<file path="src/sfr_regs.svh">
// Purpose: shared constants of the serial flash read path
// Assumes: included by bare name from package and both ends
// Notes: definitions only, guarded against double inclusion
`ifndef SFR_REGS_SVH
`define SFR_REGS_SVH

// read opcodes
`define SFR_OP_LEGACY 8'he8
`define SFR_OP_FAST 8'h0b
`define SFR_OP_SLOW 8'h03
`define SFR_OP_PAGE 8'hd2

// don't-care bytes that follow the address, per opcode
`define SFR_DUMMY_LEGACY 3'h4
`define SFR_DUMMY_FAST 3'h1
`define SFR_DUMMY_SLOW 3'h0
`define SFR_DUMMY_PAGE 3'h4

// header bit counts
`define SFR_OPC_BITS 7'h08
`define SFR_ADDR_END 7'h20

// bytes per page in the two configurations
`define SFR_PAGE_STD 9'h108
`define SFR_PAGE_BIN 9'h100

// reset level of {sck, cs_n, si} synchroniser stages
`define SFR_PIN_RST 3'h2

// timing: system clock and host-made link clock periods in ns
`define SFR_CLK_NS 4
`define SFR_SCK_NS 160
// half period in system cycles, least time so rounded up
`define SFR_SCK_HALF_CYC ((`SFR_SCK_NS / 2 + `SFR_CLK_NS - 1) / `SFR_CLK_NS)

`endif

</file>
<file path="src/sfr_pkg.sv">
// Purpose: types and opcode decoding shared by both ends
// Assumes: sfr_regs.svh holds the numbers
// Notes: functions decode the header length used by both ends
`include "sfr_regs.svh"
`default_nettype none
package sfr_pkg;

   // flash-side states
   typedef enum logic [3:0] {
      SFR_D_IDLE = 4'h1,
      SFR_D_CMD = 4'h2,
      SFR_D_DATA = 4'h4,
      SFR_D_SKIP = 4'h8
   } sfr_dev_st_t;

   // host-side states
   typedef enum logic [3:0] {
      SFR_H_IDLE = 4'h1,
      SFR_H_XFER = 4'h2,
      SFR_H_FIN = 4'h4,
      SFR_H_GAP = 4'h8
   } sfr_host_st_t;

   // true for the four array read opcodes
   function automatic logic sfr_is_read(input logic [7:0] op);
      return (op == `SFR_OP_LEGACY) || (op == `SFR_OP_FAST) ||
             (op == `SFR_OP_SLOW) || (op == `SFR_OP_PAGE);
   endfunction : sfr_is_read

   // opcode plus address plus don't-care bits before data
   function automatic logic [6:0] sfr_hdr_bits(input logic [7:0] op);
      logic [2:0] d;
      d = `SFR_DUMMY_SLOW;
      case (op)
         `SFR_OP_LEGACY: d = `SFR_DUMMY_LEGACY; // [RL2]
         `SFR_OP_FAST: d = `SFR_DUMMY_FAST; // [RL11]
         `SFR_OP_PAGE: d = `SFR_DUMMY_PAGE; // [RL13]
         default: d = `SFR_DUMMY_SLOW; // [RL12]
      endcase
      return `SFR_ADDR_END + {1'b0, d, 3'h0};
   endfunction : sfr_hdr_bits

endpackage : sfr_pkg
`default_nettype wire

</file>
<file path="src/sfr_if.sv">
// Purpose: serial link between host and flash ends
// Assumes: so carries nothing while so_oe_n is high
// Notes: no clocking block; pure signal bundle
`default_nettype none
interface sfr_if;
   // serial clock from host
   logic sck;
   // chip select, active low
   logic cs_n;
   // serial data toward the flash
   logic si;
   // serial data from the flash
   logic so;
   // so output enable, low while the flash drives
   logic so_oe_n;
   modport dev (input sck, input cs_n, input si, output so, output so_oe_n);
   modport host (output sck, output cs_n, output si, input so);
endinterface : sfr_if
`default_nettype wire

</file>
<file path="src/sfr_fifo.sv">
// Purpose: small flop FIFO for received read bytes
// Assumes: depth is a power of two
// Notes: extra pointer bit tells full from empty
`default_nettype none
module sfr_fifo #(
   parameter int unsigned WIDTH = 8,
   parameter int unsigned DEPTH = 8
) (
   // system
   input wire logic clk,
   input wire logic rst,
   // fill side
   input wire logic in_valid,
   output logic in_ready,
   input wire logic [WIDTH-1:0] in_data,
   // drain side
   output logic out_valid,
   input wire logic out_ready,
   output logic [WIDTH-1:0] out_data
);
   localparam int unsigned AW = $clog2(DEPTH);

   logic [WIDTH-1:0] mem_q [DEPTH]; // storage flops
   logic [AW:0] wr_q; // write pointer with wrap bit
   logic [AW:0] rd_q; // read pointer with wrap bit
   logic full;
   logic empty;

   assign empty = (wr_q == rd_q);
   assign full = (wr_q[AW] != rd_q[AW]) && (wr_q[AW-1:0] == rd_q[AW-1:0]);
   assign in_ready = ~full;
   assign out_valid = ~empty;
   assign out_data = mem_q[rd_q[AW-1:0]];

   // storage needs no reset; empty flag hides stale words
   always_ff @(posedge clk) begin
      if (in_valid && !full) begin
         mem_q[wr_q[AW-1:0]] <= in_data;
      end
   end

   // write pointer
   always_ff @(posedge clk) begin
      if (rst) begin
         wr_q <= '0;
      end else if (in_valid && !full) begin
         wr_q <= wr_q + 1'b1;
      end
   end

   // read pointer
   always_ff @(posedge clk) begin
      if (rst) begin
         rd_q <= '0;
      end else if (out_ready && !empty) begin
         rd_q <= rd_q + 1'b1;
      end
   end
endmodule : sfr_fifo
`default_nettype wire

</file>
<file path="src/sfr_host.sv">
// Purpose: host end; makes sck, sends a read header, collects bytes into a FIFO
// Assumes: the flash end changes so on falling sck edges
// Notes: sck pauses high at a byte boundary while the FIFO is full
`include "sfr_regs.svh"
`default_nettype none
module sfr_host (
   // system
   input wire logic CLOCK,
   input wire logic SYS_RST,
   // serial link toward the flash
   sfr_if.host LNK,
   // idle clock level, high selects mode 3
   input wire logic MODE3,
   // command request
   input wire logic CMD_VALID,
   output logic CMD_READY,
   input wire logic [7:0] CMD_OP,
   input wire logic [23:0] CMD_ADDR,
   input wire logic [15:0] CMD_LEN,
   // read byte stream
   output logic RD_VALID,
   input wire logic RD_READY,
   output logic [7:0] RD_DATA,
   // status
   output logic BUSY
);
   sfr_pkg::sfr_host_st_t st_q; // sequencer
   logic [4:0] div_q; // half-period divider
   logic tick; // half period elapsed
   logic stall; // FIFO refuses the held byte
   logic sck_q;
   logic cs_n_q;
   logic mode3_q; // idle level latched per command
   logic [63:0] tx_q; // outgoing header, msb first
   logic [6:0] cnt_q; // header rises seen
   logic [6:0] need_q; // header length
   logic [15:0] len_q; // bytes still to read
   logic [7:0] rx_q; // incoming byte
   logic [2:0] rbit_q; // bits of rx_q filled
   logic push_q; // byte waiting for the FIFO
   logic fifo_in_ready;
   logic so_s1_q;
   logic so_s2_q;
   logic so_s3_q;
   logic so_f_q; // filtered so

   assign stall = push_q & ~fifo_in_ready;
   assign tick = (div_q == 5'(`SFR_SCK_HALF_CYC - 1)) && !stall;
   assign CMD_READY = (st_q == sfr_pkg::SFR_H_IDLE);
   assign BUSY = (st_q != sfr_pkg::SFR_H_IDLE);
   assign LNK.sck = sck_q;
   assign LNK.cs_n = cs_n_q;
   assign LNK.si = tx_q[63]; // [RL17]

   // so synchroniser; level taken when stages two and three agree
   always_ff @(posedge CLOCK) begin
      if (SYS_RST) begin
         so_s1_q <= 1'b0;
         so_s2_q <= 1'b0;
         so_s3_q <= 1'b0;
         so_f_q <= 1'b0;
      end else begin
         so_s1_q <= LNK.so;
         so_s2_q <= so_s1_q;
         so_s3_q <= so_s2_q;
         if (so_s2_q == so_s3_q) begin
            so_f_q <= so_s3_q;
         end
      end
   end

   // link clock divider, cleared while idle, frozen while stalled
   always_ff @(posedge CLOCK) begin
      if (SYS_RST || st_q == sfr_pkg::SFR_H_IDLE) begin
         div_q <= 5'h00;
      end else if (!stall) begin
         div_q <= tick ? 5'h00 : div_q + 5'h01;
      end
   end

   // command sequencer
   always_ff @(posedge CLOCK) begin
      if (SYS_RST) begin
         st_q <= sfr_pkg::SFR_H_IDLE;
         sck_q <= 1'b0;
         cs_n_q <= 1'b1;
         mode3_q <= 1'b0;
         tx_q <= 64'h0;
         cnt_q <= 7'h00;
         need_q <= `SFR_ADDR_END;
         len_q <= 16'h0;
      end else begin
         unique case (st_q)
            sfr_pkg::SFR_H_IDLE: begin
               sck_q <= MODE3; // [RL1]
               if (CMD_VALID) begin
                  mode3_q <= MODE3;
                  tx_q <= {CMD_OP, CMD_ADDR, 32'h0}; // [RL16]
                  need_q <= sfr_pkg::sfr_hdr_bits(CMD_OP); // [RL2] [RL11] [RL12] [RL13]
                  len_q <= sfr_pkg::sfr_is_read(CMD_OP) ? CMD_LEN : 16'h0;
                  cnt_q <= 7'h00;
                  cs_n_q <= 1'b0; // [RL16]
                  st_q <= sfr_pkg::SFR_H_XFER;
               end
            end
            sfr_pkg::SFR_H_XFER: begin
               if (tick && !sck_q) begin
                  sck_q <= 1'b1;
                  if (cnt_q != need_q) begin
                     cnt_q <= cnt_q + 7'h01;
                     if (cnt_q == need_q - 7'h01 && len_q == 16'h0) begin
                        st_q <= sfr_pkg::SFR_H_FIN;
                     end
                  end else if (rbit_q == 3'h7) begin
                     len_q <= len_q - 16'h1;
                     if (len_q == 16'h1) begin
                        st_q <= sfr_pkg::SFR_H_FIN;
                     end
                  end
               end else if (tick) begin
                  sck_q <= 1'b0;
                  // first fall of mode 3 precedes any rise, keep the msb
                  if (cnt_q != 7'h00) begin
                     tx_q <= {tx_q[62:0], 1'b0}; // [RL17]
                  end
               end
            end
            sfr_pkg::SFR_H_FIN: begin
               // cs stays low until the last byte is held [RL9]
               if (tick) begin
                  sck_q <= mode3_q; // [RL1]
                  st_q <= sfr_pkg::SFR_H_GAP;
               end
            end
            sfr_pkg::SFR_H_GAP: begin
               // cs high for a whole half period so the flash sees it
               if (tick) begin
                  if (cs_n_q) begin
                     st_q <= sfr_pkg::SFR_H_IDLE;
                  end else begin
                     cs_n_q <= 1'b1;
                  end
               end
            end
         endcase
      end
   end

   // receive shifter; so settled since the preceding fall
   always_ff @(posedge CLOCK) begin
      if (SYS_RST || st_q == sfr_pkg::SFR_H_IDLE) begin
         rx_q <= 8'h00;
         rbit_q <= 3'h0;
         push_q <= 1'b0;
      end else if (st_q == sfr_pkg::SFR_H_XFER && tick && !sck_q && cnt_q == need_q) begin
         rx_q <= {rx_q[6:0], so_f_q}; // [RL17]
         rbit_q <= rbit_q + 3'h1;
         if (rbit_q == 3'h7) begin
            push_q <= 1'b1;
         end
      end else if (fifo_in_ready) begin
         push_q <= 1'b0;
      end
   end

   // receive FIFO; full stalls the link clock
   sfr_fifo #(
      .WIDTH(8),
      .DEPTH(8)
   ) i_sfr_fifo (
      .clk(CLOCK),
      .rst(SYS_RST),
      .in_valid(push_q),
      .in_ready(fifo_in_ready),
      .in_data(rx_q),
      .out_valid(RD_VALID),
      .out_ready(RD_READY),
      .out_data(RD_DATA)
   );
endmodule : sfr_host
`default_nettype wire

</file>
<file path="src/flat_wrapper.sv">
// flat-port wrapper written by rule: the top's interface ports become plain ports
module sfr_host_flat 
  (CLOCK, SYS_RST, MODE3, CMD_VALID, CMD_READY, CMD_OP, CMD_ADDR, CMD_LEN, RD_VALID, RD_READY, RD_DATA, BUSY, LNK_sck, LNK_cs_n, LNK_si, LNK_so);
  sfr_if LNK_i ();
  input wire logic CLOCK;
  input wire logic SYS_RST;
  input wire logic MODE3;
  input wire logic CMD_VALID;
  output logic CMD_READY;
  input wire logic [7:0] CMD_OP;
  input wire logic [23:0] CMD_ADDR;
  input wire logic [15:0] CMD_LEN;
  output logic RD_VALID;
  input wire logic RD_READY;
  output logic [7:0] RD_DATA;
  output logic BUSY;
  output wire logic [$bits(LNK_i.sck)-1:0] LNK_sck;
  output wire logic [$bits(LNK_i.cs_n)-1:0] LNK_cs_n;
  output wire logic [$bits(LNK_i.si)-1:0] LNK_si;
  input wire logic [$bits(LNK_i.so)-1:0] LNK_so;
  assign LNK_sck = LNK_i.sck;
  assign LNK_cs_n = LNK_i.cs_n;
  assign LNK_si = LNK_i.si;
  assign LNK_i.so = LNK_so;
  sfr_host u_core (.CLOCK(CLOCK), .SYS_RST(SYS_RST), .LNK(LNK_i), .MODE3(MODE3), .CMD_VALID(CMD_VALID), .CMD_READY(CMD_READY), .CMD_OP(CMD_OP), .CMD_ADDR(CMD_ADDR), .CMD_LEN(CMD_LEN), .RD_VALID(RD_VALID), .RD_READY(RD_READY), .RD_DATA(RD_DATA), .BUSY(BUSY));
endmodule
</file>
<file path="config.mk">
export PLATFORM = sky130hd
export DESIGN_NAME = sfr_host_flat
export DESIGN_NICKNAME = d
export VERILOG_FILES = /design/src/sfr_pkg.sv /design/src/sfr_if.sv /design/src/sfr_fifo.sv /design/src/sfr_host.sv /design/src/flat_wrapper.sv
export VERILOG_INCLUDE_DIRS = /design/src /design/src/src
export SDC_FILE = /design/constraint.sdc
export NUM_CORES = 1
export LEC_CHECK = 0
export ABC_CLOCK_PERIOD_IN_PS = 3600
export BUFFER_PORTS_ARGS = -buffer_cell sky130_fd_sc_hd__buf_2
export CORE_MARGIN = 3
export CORE_UTILIZATION = 31
export CTS_BUF_LIST = sky130_fd_sc_hd__clkbuf_2
export CTS_CLUSTER_DIAMETER = 150
export DETAILED_ROUTE_END_ITERATION = 10
export GPL_TIMING_DRIVEN = 0
export PLACE_DENSITY = 0.52
export SETUP_SLACK_MARGIN = 0.4
export SLEW_MARGIN = 20
export SYNTH_ARGS = -nofsm -noshare
export SYNTH_HDL_FRONTEND = slang
export SYNTH_SLANG_ARGS = --single-unit
</file>
<file path="constraint.sdc">
create_clock -name CLOCK -period 3.6 [get_ports CLOCK]
set_clock_uncertainty 0.15 [all_clocks]
set_input_delay 0.18 -clock CLOCK [delete_from_list [all_inputs] [get_ports CLOCK]]
set_output_delay 0.18 -clock CLOCK [all_outputs]
set_load 0.05 [all_outputs]
</file>
=== After elaboration in Yosys (flattened, before gate mapping) ===
Memory sizes are Yosys's and may differ from the RTL's. A register that Yosys moved wholly into a read port is not among the register bits.
Index checks and enable logic that the tools add are counted.

* Register bits after elaboration: 130
* Memory bits (writable): 64
* Input bits: 54
* Output and inout bits: 14
* Word-level logic and storage cells: 140
* Memories kept: 1

* $add $sub $neg: 8
* Equal/unequal tests: 36
* Mux-type cells: 44
* Bitwise logic cells: 2
* Reductions and logical operators: 31

{| class="wikitable"
|+ Memory list
! name !! depth !! width !! read ports !! clocked after memory_dff !! write ports !! line !! RTL
|-
| u_core.i_sfr_fifo.mem_q || 8 || 8 || 1 || 1 || 1 || sfr_fifo.sv:23 || <nowiki>logic [WIDTH-1:0] mem_q [DEPTH];</nowiki>
|}

{| class="wikitable"
|+ Operators by type and width
! kind !! number
|-
| $mux W64 || 4
|-
| $pmux W64 S2 || 1
|-
| $mux W16 || 5
|-
| $mux W4 || 9
|-
| $pmux W16 S2 || 1
|-
| $mux W7 || 3
|-
| $ne A2 B1 Y1 const B || 10
|-
| $eq A16 B1 Y1 const B || 1
|-
| $eq A8 B8 Y1 const B || 2
|-
| $logic_not A16 Y1 || 1
|-
| $pmux W4 S4 || 1
|-
| $sub A16 B1 Y16 const B || 1
|-
| $mux W3 || 5
|-
| $eq A7 B7 Y1 || 2
|-
| $pmux W7 S2 || 1
|-
| $mux W1 || 10
|-
| $reduce_and A5 Y1 || 2
|-
| $logic_and A1 B1 Y1 || 9
|-
| $ne A3 B1 Y1 const B || 3
|-
| $add A4 B1 Y4 const B || 2
|-
| $eq A8 B2 Y1 const B || 1
|-
| $eq A8 B4 Y1 const B || 1
|-
| $reduce_and A8 Y1 || 1
|-
| $add A6 B6 Y7 const A || 1
|-
| 33 further kinds || 44
|}

=== Longest topological paths before layout ===
Gate-level depths: netlist (run 1).

* Depth in word-level cells: 10
* Gate-level depth with buffers: 9
* Mapped depth without buffers: 7

=== By module ===
From an unflattened synthesis (run 1), not the netlist that was laid out.

* Cell total of the unflattened synthesis: 712
* Area total of the unflattened synthesis: 7617.3 um2

{| class="wikitable"
|+ Modules (own cells, without submodules)
! module !! instances !! cells an instance !! area an instance (um2) !! seq. area each (um2)
|-
| sfr_host || 1 || 535 || 4449.3 || 1721.7
|-
| sfr_fifo || 1 || 177 || 3168.0 || 2142.1
|}

=== Worst setup path before layout (run 1) ===
Ideal clock, no wire load.

* Path type: flip-flop to flip-flop
* Start: register u_core.st_q[0]
* End: register u_core.cnt_q[3]
* Library setup time: 70 ps
* Arrival time: 2788 ps
* Path slack: 592 ps
* Cell stages (with the launch flop): 9
* Path buffers: 2
* Path through: dfxtp_1 clkbuf_1 nand3_1 inv_1 and2_1 buf_2 a21oi_1 or4_1 a21oi_1

* Word-level cells in the longest chain between the ends: 3
* Elaborated cells between the ends (all ways): 8
* Those cells by class: eq/ne (5); mux (1); reduce/logical (2)

{| class="wikitable"
|+ RTL lines
! what !! line !! RTL
|-
| from (decl) || sfr_host.sv:27 || <nowiki>sfr_pkg::sfr_host_st_t st_q;</nowiki>
|-
| from (signal assigned) || sfr_host.sv:84 || <nowiki>st_q <= sfr_pkg::SFR_H_IDLE;</nowiki>
|-
| from (signal assigned) || sfr_host.sv:103 || <nowiki>st_q <= sfr_pkg::SFR_H_XFER;</nowiki>
|-
| from (signal assigned) || sfr_host.sv:112 || <nowiki>st_q <= sfr_pkg::SFR_H_FIN;</nowiki>
|-
| $eq A4 B1 Y1 * || - ||
|-
| net CMD_READY || flat_wrapper.sv:9 || <nowiki>output logic CMD_READY;</nowiki>
|-
| $ne A2 B2 Y1 (no source line) / $reduce_bool A2 Y1 (equally long branches) || - ||
|-
| $reduce_and A4 Y1 (no source line) || - ||
|-
| to (signal assigned) || sfr_host.sv:110 || <nowiki>cnt_q <= cnt_q + 7'h01;</nowiki>
|-
| to (decl) || sfr_host.sv:35 || <nowiki>logic [6:0] cnt_q;</nowiki>
|}

The timed path passes the listed nets; every way through them passes the cells marked *.
A chain may end at the register's enable or synchronous reset.

=== Worst setup path after layout (run 1) ===
* Start: register u_core.st_q[0]
* End: register u_core.mode3_q

* Word-level cells in the longest chain between the ends: 2

{| class="wikitable"
|+ RTL lines
! what !! line !! RTL
|-
| $eq A4 B1 Y1 || sfr_host.sv:93 || <nowiki>unique case (st_q)</nowiki>
|-
| $reduce_and A2 Y1 (no source line) || - ||
|-
| to (signal assigned) || sfr_host.sv:87 || <nowiki>mode3_q <= 1'b0;</nowiki>
|-
| to (signal assigned) || sfr_host.sv:97 || <nowiki>mode3_q <= MODE3;</nowiki>
|-
| to (decl) || sfr_host.sv:33 || <nowiki>logic mode3_q;</nowiki>
|}

Every way passes these cells.

==> results_dict.tcl, run 1 <==
set metrics [dict create \
    clock_latency_ps 780 \
    fmax_mhz 332 \
    synth-main-ff-cell "dfxtp_1" \
    dp.cells 1089 \
    post-route-period-util_pct 83.6 \
    fp.dieH_um 161 \
    grt_pass1_vias 6082 \
    cts.clk_slew.worst_paths_ps 320 \
    p_per_area_nw_per_um2 460 \
    hold-path-endpoint "u_core.len_q[12]" \
    hold-path-cell-count 4 \
    layout-drive-gt1-share_pct 17.0 \
    first_pass_iters 5 \
    syn_inst 708 \
    reg2reg_depth 9 \
    netlist_area_um2 7410 \
    cp_slowest_cell "dlygate4sd3_1" \
    synthTopCellsByArea "dfxtp_1 26%, edfxtp_1 26%, nand2_1 4.9%" \
    clock-sinks 161 \
    start_util_pct 32.1 \
    finalNetCount 936 \
    r2r_start "u_core.st_q[0]" \
    ctsRootBufferMaster "clkbuf_2" \
    leakage_nw 3.03 \
    relSlewSlack_pct 40.4 \
    synth_seq_cells 161 \
    cts_buffer_depth 2 \
    synth_warnings 0 \
    fp.dieArea_um2 25800 \
    cp_max_fo 10 \
    synth_area_per_cell_um2 10.5 \
    syn_nets 773 \
    hold_violations 0 \
    synthDistinctLibCells 62 \
    worstMarginPinSlew_ps 890 \
    grt_max_degree 21 \
    std_cell_rows 55 \
    r2r_setup_slack_ps 590 \
    arrival_ps 3580 \
    totalWireLength_mm 19.8 \
    grt_pass1_wl_mm 32.2 \
    rsz0062_at_grt "yes" \
    critPathCaptureType "register" \
    worstHoldStart "CMD_LEN[12]" \
    fin_util_pct 40.0 \
    path_class "register to register" \
    cts_tree "yes" \
    rr_endpoint "u_core.mode3_q" \
    core_area_um2 23100 \
    synth_enable_flop_cells 64 \
    io_buffer_count 66 \
    vias_per_cell 5.17 \
    htree_levels 4 \
    synth_largest_area_cell "dfxtp_1" \
    numCtsBuffers 17 \
    fillers 2272 \
    area_growth_pct 24.6 \
    start_kind "register" \
    required_ps 4170 \
    finalSetupViolCount 0 \
    hold_path_class "primary input to register" \
    ir_worst_vdd_uv 218 \
    async_flop_share_pct 0 \
    hpwl_mm 13.3 \
    finalSetupTns_ps 0 \
    synth_top_area_share_pct 26.2 \
    wl_per_cell_um 16.5 \
    final_cells 1198 \
    drt_iter0_drc 475 \
    regArea_um2 3860 \
    gp_congestion 0.815 \
    route.detailed.drc 0 \
    crit_buf_inv 5 \
    ys_seq_area_share_pct 52.2 \
    hold_ws_ps 66.2 \
    slowest_delay_ps 560 \
    grt_util_all_layers_pct 15.5 \
    vias 6188 \
    cp_top_family "buffers and inverters" \
    globalRouteOverflowTotal 0 \
    ioPinCount 68 \
    max_cap_viol_count 0 \
    layout_min_cycle_time_ps 3010 \
    finalMaxSlewViolations 0 \
    multi_input_area_um2 3290 \
    die_x_um 161 \
    ant_nets 0 \
    dp_slack_ps 545 \
    cp.depth 9 \
    grt_antenna_before_repair 1 \
    crit_chain "clkbuf_1 -> nand3_1 -> inv_1 -> and2_1 -> buf_2 -> clkbuf_2 -> nand2_1 -> a21oi_1 -> dlygate4sd3_1" \
    setup_ws_ps 592 \
    status "completed" \
]
## per-layer routing
metal | up-vias | track usage [%] | routed length (µm)
li1 | 3009 | - | -
met1 | 2984 | 21.5 | 9450
met2 | 179 | 24.2 | 9010
met5 | - | 0 | 0
met4 | 0 | 4.65 | 272
met3 | 16 | 3.43 | 1080
## logic make-up (layout without fill, tap and decap cells)
group	after synthesis	count (layout)	share of synthesized area (%)
simple gates	253	253	16.8
other cells	0	1	0
compound gates	159	159	15.5
xor+xnor	23	23	2.72
buf+inv	68	244	3.68
mux	33	33	7.32
fa+ha+maj	11	11	1.86
flops	161	161	52.2
## cell usage after synthesis (6+ instances only)
library cell and instances:
a22oi_1 7, a21oi_1 40, mux4_2 16, edfxtp_1 64, mux2_2 9, mux2i_1 8, dfxtp_1 97, ha_1 11
nor2_1 35, o21ai_0 17, inv_1 15, a211oi_1 11, xnor2_1 10, xor2_1 13, nand3_1 15, nand2_1 97
nor4_1 9, nor3_1 43, o31ai_1 8, nand4_1 6, clkbuf_1 45, o311ai_0 6, a311oi_1 33, or3_1 10
## worst min-delay path, stage by stage
cell           delay (ps)
dlygate4sd3_1         510
buf_2                  90
a32oi_1                40
o31ai_1               180
## cell usage in the layout, fill, tap and decap left out, types with 6 or more instances in the layout
cell            n
a21oi_1        40
edfxtp_1       64
ha_1           11
dlygate4sd3_1  76
inv_1          15
clkbuf_2       22
nand3_1        15
o31ai_1         8
mux2_2          9
clkbuf_1       40
buf_2          69
xor2_1         13
or3_1          10
mux2i_1         8
nor3_1         41
a211oi_1       11
nand4_1         6
nor4_1          9
a311oi_1       33
o311ai_0        6
a22oi_1         7
dfxtp_1        97
xnor2_1        10
o21ai_0        17
nand2_1        97
mux4_2         16
nor2_1         35
## registers in the layout (all words and copies together), names as in the netlist, 3 cells and up, named ones only
signal and cells:
u_core.cnt_q 7, u_core.div_q 5, u_core.i_sfr_fifo.mem_q 64, u_core.i_sfr_fifo.rd_q 4, u_core.i_sfr_fifo.wr_q 4, u_core.len_q 16, u_core.need_q 3, u_core.rbit_q 3
u_core.rx_q 8, u_core.st_q 4, u_core.tx_q 32
## timing repair
item,4_1_cts,5_1_grt
hold buffers,76,0
pin swaps,0,0
buffers inserted,0,0
cloned,0,0
hold endpoints to repair,73,0
gates resized for setup,7,11
setup endpoints to repair,8,57
## area by class of cell
class                           instances  area share (%)
Inverter                               15           0.610
Multi-Input combinational cell        479            35.7
Tap cell                              313            4.25
Antenna cell                            1          0.0271
Sequential cell                       161            41.9
Timing Repair Buffer                  144            12.0
Buffer                                 53            2.51
Clock buffer                           17           0.922
Clock inverter                         15            2.10
## metrics by stage
stage | cell area, µm² | power [mW]
after CTS | 9200 | 4.26
after global routing | 9230 | 4.49
after detailed placement | 8150 | 3.12
final | 9230 | 4.25
after floorplan | 7410 | 2.83
after global placement | 8130 | 3.11
## power by group
part	internal (mW)	switching, mW	leakage, nW
sequential	2.00	0.0816	1.23
clock	0.260	0.821	0.162
combinational	0.409	0.679	1.64
total	2.67	1.58	3.03
## worst max-delay path by stage
stage	start	endpoint	slack, ps
after floorplan	u_core.st_q[0]	u_core.cnt_q[3]	590
after global placement	u_core.i_sfr_fifo.wr_q[0]	u_core.i_sfr_fifo.mem_q[0][3]	310
after detailed placement	u_core.st_q[1]	u_core.tx_q[39]	540
after CTS	register	RD_DATA[7]	430
after global routing	u_core.div_q[2]	u_core.tx_q[40]	390
final	u_core.st_q[0]	u_core.mode3_q	590
Note: power is estimated with default switching activity, not from simulation.
==> inputs of run 2 (changes only) <==
--- a/config.mk
+++ b/config.mk
@@ -6,7 +6,7 @@
 export SDC_FILE = /design/constraint.sdc
 export NUM_CORES = 1
 export LEC_CHECK = 0
-export ABC_CLOCK_PERIOD_IN_PS = 3600
+export ABC_CLOCK_PERIOD_IN_PS = 3150
 export BUFFER_PORTS_ARGS = -buffer_cell sky130_fd_sc_hd__buf_2
 export CORE_MARGIN = 3
 export CORE_UTILIZATION = 31
==> constraint.sdc (replaced) <==
create_clock -name CLOCK -period 3.15 [get_ports CLOCK]
set_clock_uncertainty 0.15 [all_clocks]
set_input_delay 0.1575 -clock CLOCK [delete_from_list [all_inputs] [get_ports CLOCK]]
set_output_delay 0.1575 -clock CLOCK [all_outputs]
set_load 0.05 [all_outputs]
==> run 2 against run 1 <==
  * Core utilization grew 1.8 points
  * Flip-flop and latch count is the same
  * Global-route usage grew 0.15 points
  * Highest routed layer unchanged
==> results_dict.tcl, run 2 (synthesis gave the netlist of run 1 again) <==
set metrics [dict create \
    grt_max_degree 20 \
    grt_antenna_before_repair 1 \
    start_kind "register" \
    layout_commonest_cell "nand2_1" \
    largest_reg_flops 64 \
    final_cell_mix "97 x nand2_1, 94 x dfxtp_1, 80 x dlygate4sd3_1" \
    leakage_nw 3.25 \
    cp_max_fo 4 \
    drt_iter0_drc 361 \
    p_sw_share_pct 36.5 \
    clock_latency_ps 770 \
    vias 6249 \
    core_area_um2 23100 \
    ir_worst_vdd_uv 342 \
    design_area_um2 9650 \
    p_switching_mw 1.82 \
    std_cell_rows 55 \
    relSlewSlack_pct 40.4 \
    power_frac_seq_pct 47.7 \
    max_cap_viol_count 0 \
    critPathCaptureType "register" \
    start_util_pct 32.1 \
    layout_min_cycle_time_ps 2740 \
    wl_per_cell_um 16.5 \
    combPwrFrac_pct 26.4 \
    io_buffer_count 66 \
    die_x_um 161 \
    p_int_mw 3.16 \
    cts_buffer_depth 2 \
    hold_path_class "primary input to register" \
    ctsRootBufferMaster "clkbuf_2" \
    grt_pass1_wl_mm 32.3 \
    layout-drive-gt1-share_pct 22.2 \
    p_clk_share_pct 25.9 \
    vias_per_cell 5.15 \
    finalMaxSlewViolations 0 \
    htree_levels 4 \
    status "completed" \
    post-route-period-util_pct 86.9 \
    fp.dieArea_um2 25800 \
    rsz0062_at_grt "yes" \
    gp_congestion 0.795 \
    fp.dieH_um 161 \
    ant_nets 0 \
    cts.clk_slew.worst_paths_ps 300 \
    arrival_ps 3280 \
    hpwl_mm 13.2 \
    fillers 2241 \
    globalRouteOverflowTotal 0 \
    route.detailed.drc 0 \
    worstMarginPinSlew_ps 890 \
    grt_pass1_vias 6131 \
    area_growth_pct 30.3 \
    postPlaceCellArea_um2 8150 \
    p_per_area_nw_per_um2 516 \
    hold_violations 0 \
    grt_util_all_layers_pct 15.6 \
    finalSetupViolCount 0 \
    finalNetCount 951 \
    cts_tree "yes" \
    clock-sinks 161 \
    fmax_mhz 365 \
    setup_ws_ps 411 \
    numCtsBuffers 17 \
    ioPinCount 68 \
    dp_slack_ps 93.4 \
    path_class "register to register" \
    required_ps 3700 \
    first_pass_iters 5 \
    totalWireLength_mm 20.0 \
]
[run 2: changes by cell type in the layout (fill, tap and decap cells not counted), sizes merged]
cell | previous run | this run
clkbuf | 62 | 60
dlygate4sd3 | 76 | 80
clkinvlp | 0 | 1
clkinv | 6 | 4
bufinv | 0 | 1
buf | 76 | 89
[run 2: critical path, stage by stage (launching register included)]
cell      delay (ps)
dfxtp_2          400
inv_2             70
ha_4             120
or3b_4           390
or4_4            520
buf_6            150
a2111o_1         390
or3_1            380
a21oi_2          120
[run 2: power by group through the flow]
| stage | combinational (mW) | clock (mW) | sequential, mW |
|---|---|---|---|
| after floorplan | 0.823 | 0 | 2.42 |
| after global placement | 1.15 | 0 | 2.42 |
| after detailed placement | 1.15 | 0 | 2.42 |
| after CTS | 1.24 | 1.33 | 2.38 |
| after global routing | 1.46 | 1.43 | 2.39 |
| final | 1.31 | 1.29 | 2.38 |
[run 2: routing by layer]
metal / track usage, % / wire length [µm] / up-vias
met2: 26.1 / 9660 / 170
met3: 3.64 / 1030 / 17
li1: - / - / 3044
met1: 20.4 / 9020 / 3018
met4: 4.42 / 245 / 0
met5: 0 / 0 / -
[run 2: cell type report]
class                           instances  area, µm²  share of cell area [%]
Clock inverter                         15        200                    2.07
Sequential cell                       161       3870                    40.1
Tap cell                              313        392                    4.06
Inverter                               15       60.1                   0.622
Multi-Input combinational cell        479       3420                    35.5
Timing Repair Buffer                  159       1330                    13.7
Buffer                                 53        292                    3.02
Antenna cell                            1       2.50                  0.0259
Clock buffer                           17       85.1                   0.882
[run 2: final timing paths]
kind / start / endpoint / slack, ps / cells after the start
hold / removal: CMD_LEN[10] / u_core.len_q[10] / 80 / 4
setup reg to reg: u_core.cnt_q[0] / u_core.rbit_q[0] / 410 / 8
setup / recovery: u_core.cnt_q[0] / u_core.rbit_q[0] / 410 / 8
hold reg to reg: u_core.so_s1_q / u_core.so_s2_q / 320 / 1
[run 2: timing repair]
| item | in CTS | in global routing |
|---|---|---|
| endpoints found under the hold margin | 77 | 5 |
| setup endpoints to repair | 100 | 130 |
| cloned | 1 | 0 |
| resized for setup | 52 | 63 |
| buffers inserted | 2 | 9 |
| pin swaps | 1 | 7 |
| hold buffers | 75 | 5 |
[run 2: metrics by stage]
stage | hold WS [ps] | power [mW] | instances | setup TNS [ps] | util (%)
2_1_floorplan | 136 | 3.24 | 708 | 0 | -
3_3_place_gp | 252 | 3.57 | 1087 | -600 | 35.3
3_5_place_dp | 263 | 3.57 | 1088 | 0 | 35.4
4_1_cts | 1.26 | 4.95 | 1198 | 0 | 40.7
5_1_grt | 5.21 | 5.28 | 1213 | 0 | 41.9
6_report | 76.6 | 4.98 | 1213 | 0 | 41.9
==> inputs of run 3 (changes only) <==
--- a/config.mk
+++ b/config.mk
@@ -8,10 +8,11 @@
 export LEC_CHECK = 0
 export ABC_CLOCK_PERIOD_IN_PS = 3150
 export BUFFER_PORTS_ARGS = -buffer_cell sky130_fd_sc_hd__buf_2
-export CORE_MARGIN = 3
+export CORE_MARGIN = 1
 export CORE_UTILIZATION = 31
 export CTS_BUF_LIST = sky130_fd_sc_hd__clkbuf_2
 export CTS_CLUSTER_DIAMETER = 150
+export CTS_CLUSTER_SIZE = 20
 export DETAILED_ROUTE_END_ITERATION = 10
 export GPL_TIMING_DRIVEN = 0
 export PLACE_DENSITY = 0.52
==> run 3 against run 2 <==
  * Setup slack got worse by 19 ps
  * Design area is 0.92% higher
  * Via count is 0.45% lower
  * Routed wire length about the same
  * Die area is 4.9% lower
  * Sequential power about the same
  * Non-clock buffer count up 4
  * Combinational power about the same
  * Final cell count up 1.2%
  * Sequential share of layout area decreased by 0.31 points
  * Critical path type is now register to primary output
  * Critical endpoint is now RD_DATA[5]
  * Largest power group unchanged
==> results_dict.tcl, run 3 (synthesis gave the netlist of run 1 again) <==
set metrics [dict create \
    ioPinCount 68 \
    status "completed" \
    clock-sinks 161 \
    globalRouteOverflowTotal 0 \
    layout_commonest_cell "nand2_1" \
    r2r_setup_slack_ps 450 \
    io_buffer_count 66 \
    hold_path_class "primary input to register" \
    grt_max_degree 21 \
    layout_min_cycle_time_ps 2760 \
    totalWireLength_mm 20.0 \
    power_frac_seq_pct 48.2 \
    worstMarginPinSlew_ps 882 \
    ctsRootBufferMaster "clkbuf_2" \
    start_kind "register" \
    postPlaceCellArea_um2 8160 \
    vias 6221 \
    p_switching_mw 1.84 \
    r2r_start "u_core.cnt_q[0]" \
    arrival_ps 2450 \
    hold-path-cell-count 4 \
    grt_pass1_vias 6079 \
    hold-path-endpoint "u_core.tx_q[56]" \
    rr_endpoint "u_core.rbit_q[0]" \
    vias_per_cell 5.07 \
    largest_reg_flops 64 \
    hold_ws_ps 58.8 \
    leakage_nw 3.27 \
    start_util_pct 31.6 \
    finalNetCount 955 \
    core_area_um2 23500 \
    fmax_mhz 363 \
    critPathCaptureType "primary output" \
    grt_pass1_wl_mm 31.9 \
    fillers 2295 \
    cts.clk_slew.worst_paths_ps 280 \
    p_per_area_nw_per_um2 507 \
    hpwl_mm 13.1 \
    wl_per_cell_um 16.3 \
    layout-drive-gt1-share_pct 22.4 \
    p_sw_share_pct 37.2 \
    p_int_mw 3.10 \
    first_pass_iters 5 \
    ir_worst_vdd_uv 272 \
    grt_antenna_before_repair 1 \
    std_cell_rows 56 \
    worstHoldStart "CMD_OP[0]" \
    dp_slack_ps 148 \
    htree_levels 4 \
    multi_input_area_um2 3410 \
    drt_iter0_drc 374 \
    cp_max_fo 5 \
    p_clk_share_pct 25.0 \
    combPwrFrac_pct 26.9 \
    regArea_um2 3870 \
    finalSetupViolCount 0 \
    clock_latency_ps 780 \
    grt_util_all_layers_pct 16.8 \
    fp.dieH_um 157 \
    route.detailed.drc 0 \
    fp.dieArea_um2 24500 \
    gp_congestion 0.828 \
    rsz0062_at_grt "yes" \
    setup_ws_ps 392 \
    ant_nets 0 \
    relSlewSlack_pct 41.0 \
    max_cap_viol_count 0 \
    cts_buffer_depth 2 \
    final_cell_mix "97 x nand2_1, 94 x dfxtp_1, 80 x dlygate4sd3_1" \
    die_x_um 157 \
    numCtsBuffers 17 \
    required_ps 2840 \
    reg2reg_depth 8 \
    path_class "register to primary output" \
    hold_violations 0 \
    fin_util_pct 41.5 \
    post-route-period-util_pct 87.5 \
    cts_tree "yes" \
    design_area_um2 9740 \
    area_growth_pct 31.5 \
    finalMaxSlewViolations 0 \
]
## run 3: cell count changes in the layout (fill, tap and decap cells not counted), moves of 2 or more
cell      before  now
buf_12         1    5
buf_2         63   61
buf_4         11   13
clkinv_8       3    6
dfxtp_2        3    1
dfxtp_4        0    2
diode_2        1    5
inv_2          2    0
inv_4          0    2
inv_8          7    4
nor2_2         6    4
## run 3: stage by stage
step	std cells	power [mW]	setup TNS, ps
3_5_place_dp	1094	3.57	0
4_1_cts	1212	4.90	0
3_3_place_gp	1093	3.57	-1340
6_report	1227	4.94	0
2_1_floorplan	708	3.24	0
5_1_grt	1227	5.23	0
## run 3: repair_timing
item / 4_1_cts / 5_1_grt
pin swaps: 1 / 7
hold buffers: 80 / 0
endpoints found under the hold margin: 76 / 0
cloned: 1 / 0
setup buffers: 5 / 10
resized for setup: 58 / 58
endpoints found under the setup margin: 101 / 125
## run 3: worst max-delay path, stage by stage (launching register included)
cell and delay, ps:
dfxtp_2 400, clkbuf_16 140, buf_12 100, buf_12 120, mux4_2 500, mux2_4 290
buf_8 150
## run 3: how the worst max path moves through the flow
| stage | endpoint | slack (ps) | depth (start not counted) | startpoint |
|---|---|---|---|---|
| 2_1_floorplan | u_core.len_q[14] | 440 | 9 | u_core.st_q[1] |
| 3_3_place_gp | u_core.i_sfr_fifo.mem_q[0][5] | -170 | 6 | u_core.i_sfr_fifo.wr_q[0] |
| 3_5_place_dp | u_core.cnt_q[5] | 150 | 9 | u_core.i_sfr_fifo.wr_q[0] |
| 4_1_cts | u_core.i_sfr_fifo.mem_q[3][7] | 180 | 6 | u_core.i_sfr_fifo.wr_q[0] |
| 5_1_grt | RD_DATA[5] | 250 | 6 | register |
| 6_report | RD_DATA[5] | 390 | 6 | register |
## run 3: power by group through the flow
stage / Combinational, mW / Sequential, mW / Clock (mW)
global placement: 1.16 / 2.41 / 0
floorplan: 0.823 / 2.42 / 0
CTS: 1.25 / 2.37 / 1.28
finish: 1.33 / 2.38 / 1.23
global route: 1.46 / 2.40 / 1.36
detailed placement: 1.16 / 2.41 / 0
## run 3: per-layer routing
layer,up-vias,share of wire (%),track usage [%]
li1,3056,-,-
met1,3006,46,22.0
met2,141,48,28.0
met3,18,4.4,3.49
met4,0,1.6,4.81
met5,-,0,0
## run 3: final cells by class
type,instances,share of cell area [%]
Buffer,53,3.02
Clock inverter,15,1.99
Clock buffer,17,0.874
Timing Repair Buffer,163,14.4
Sequential cell,161,39.8
Multi-Input combinational cell,479,35.1
Inverter,15,0.668
Tap cell,319,4.10
Antenna cell,5,0.129
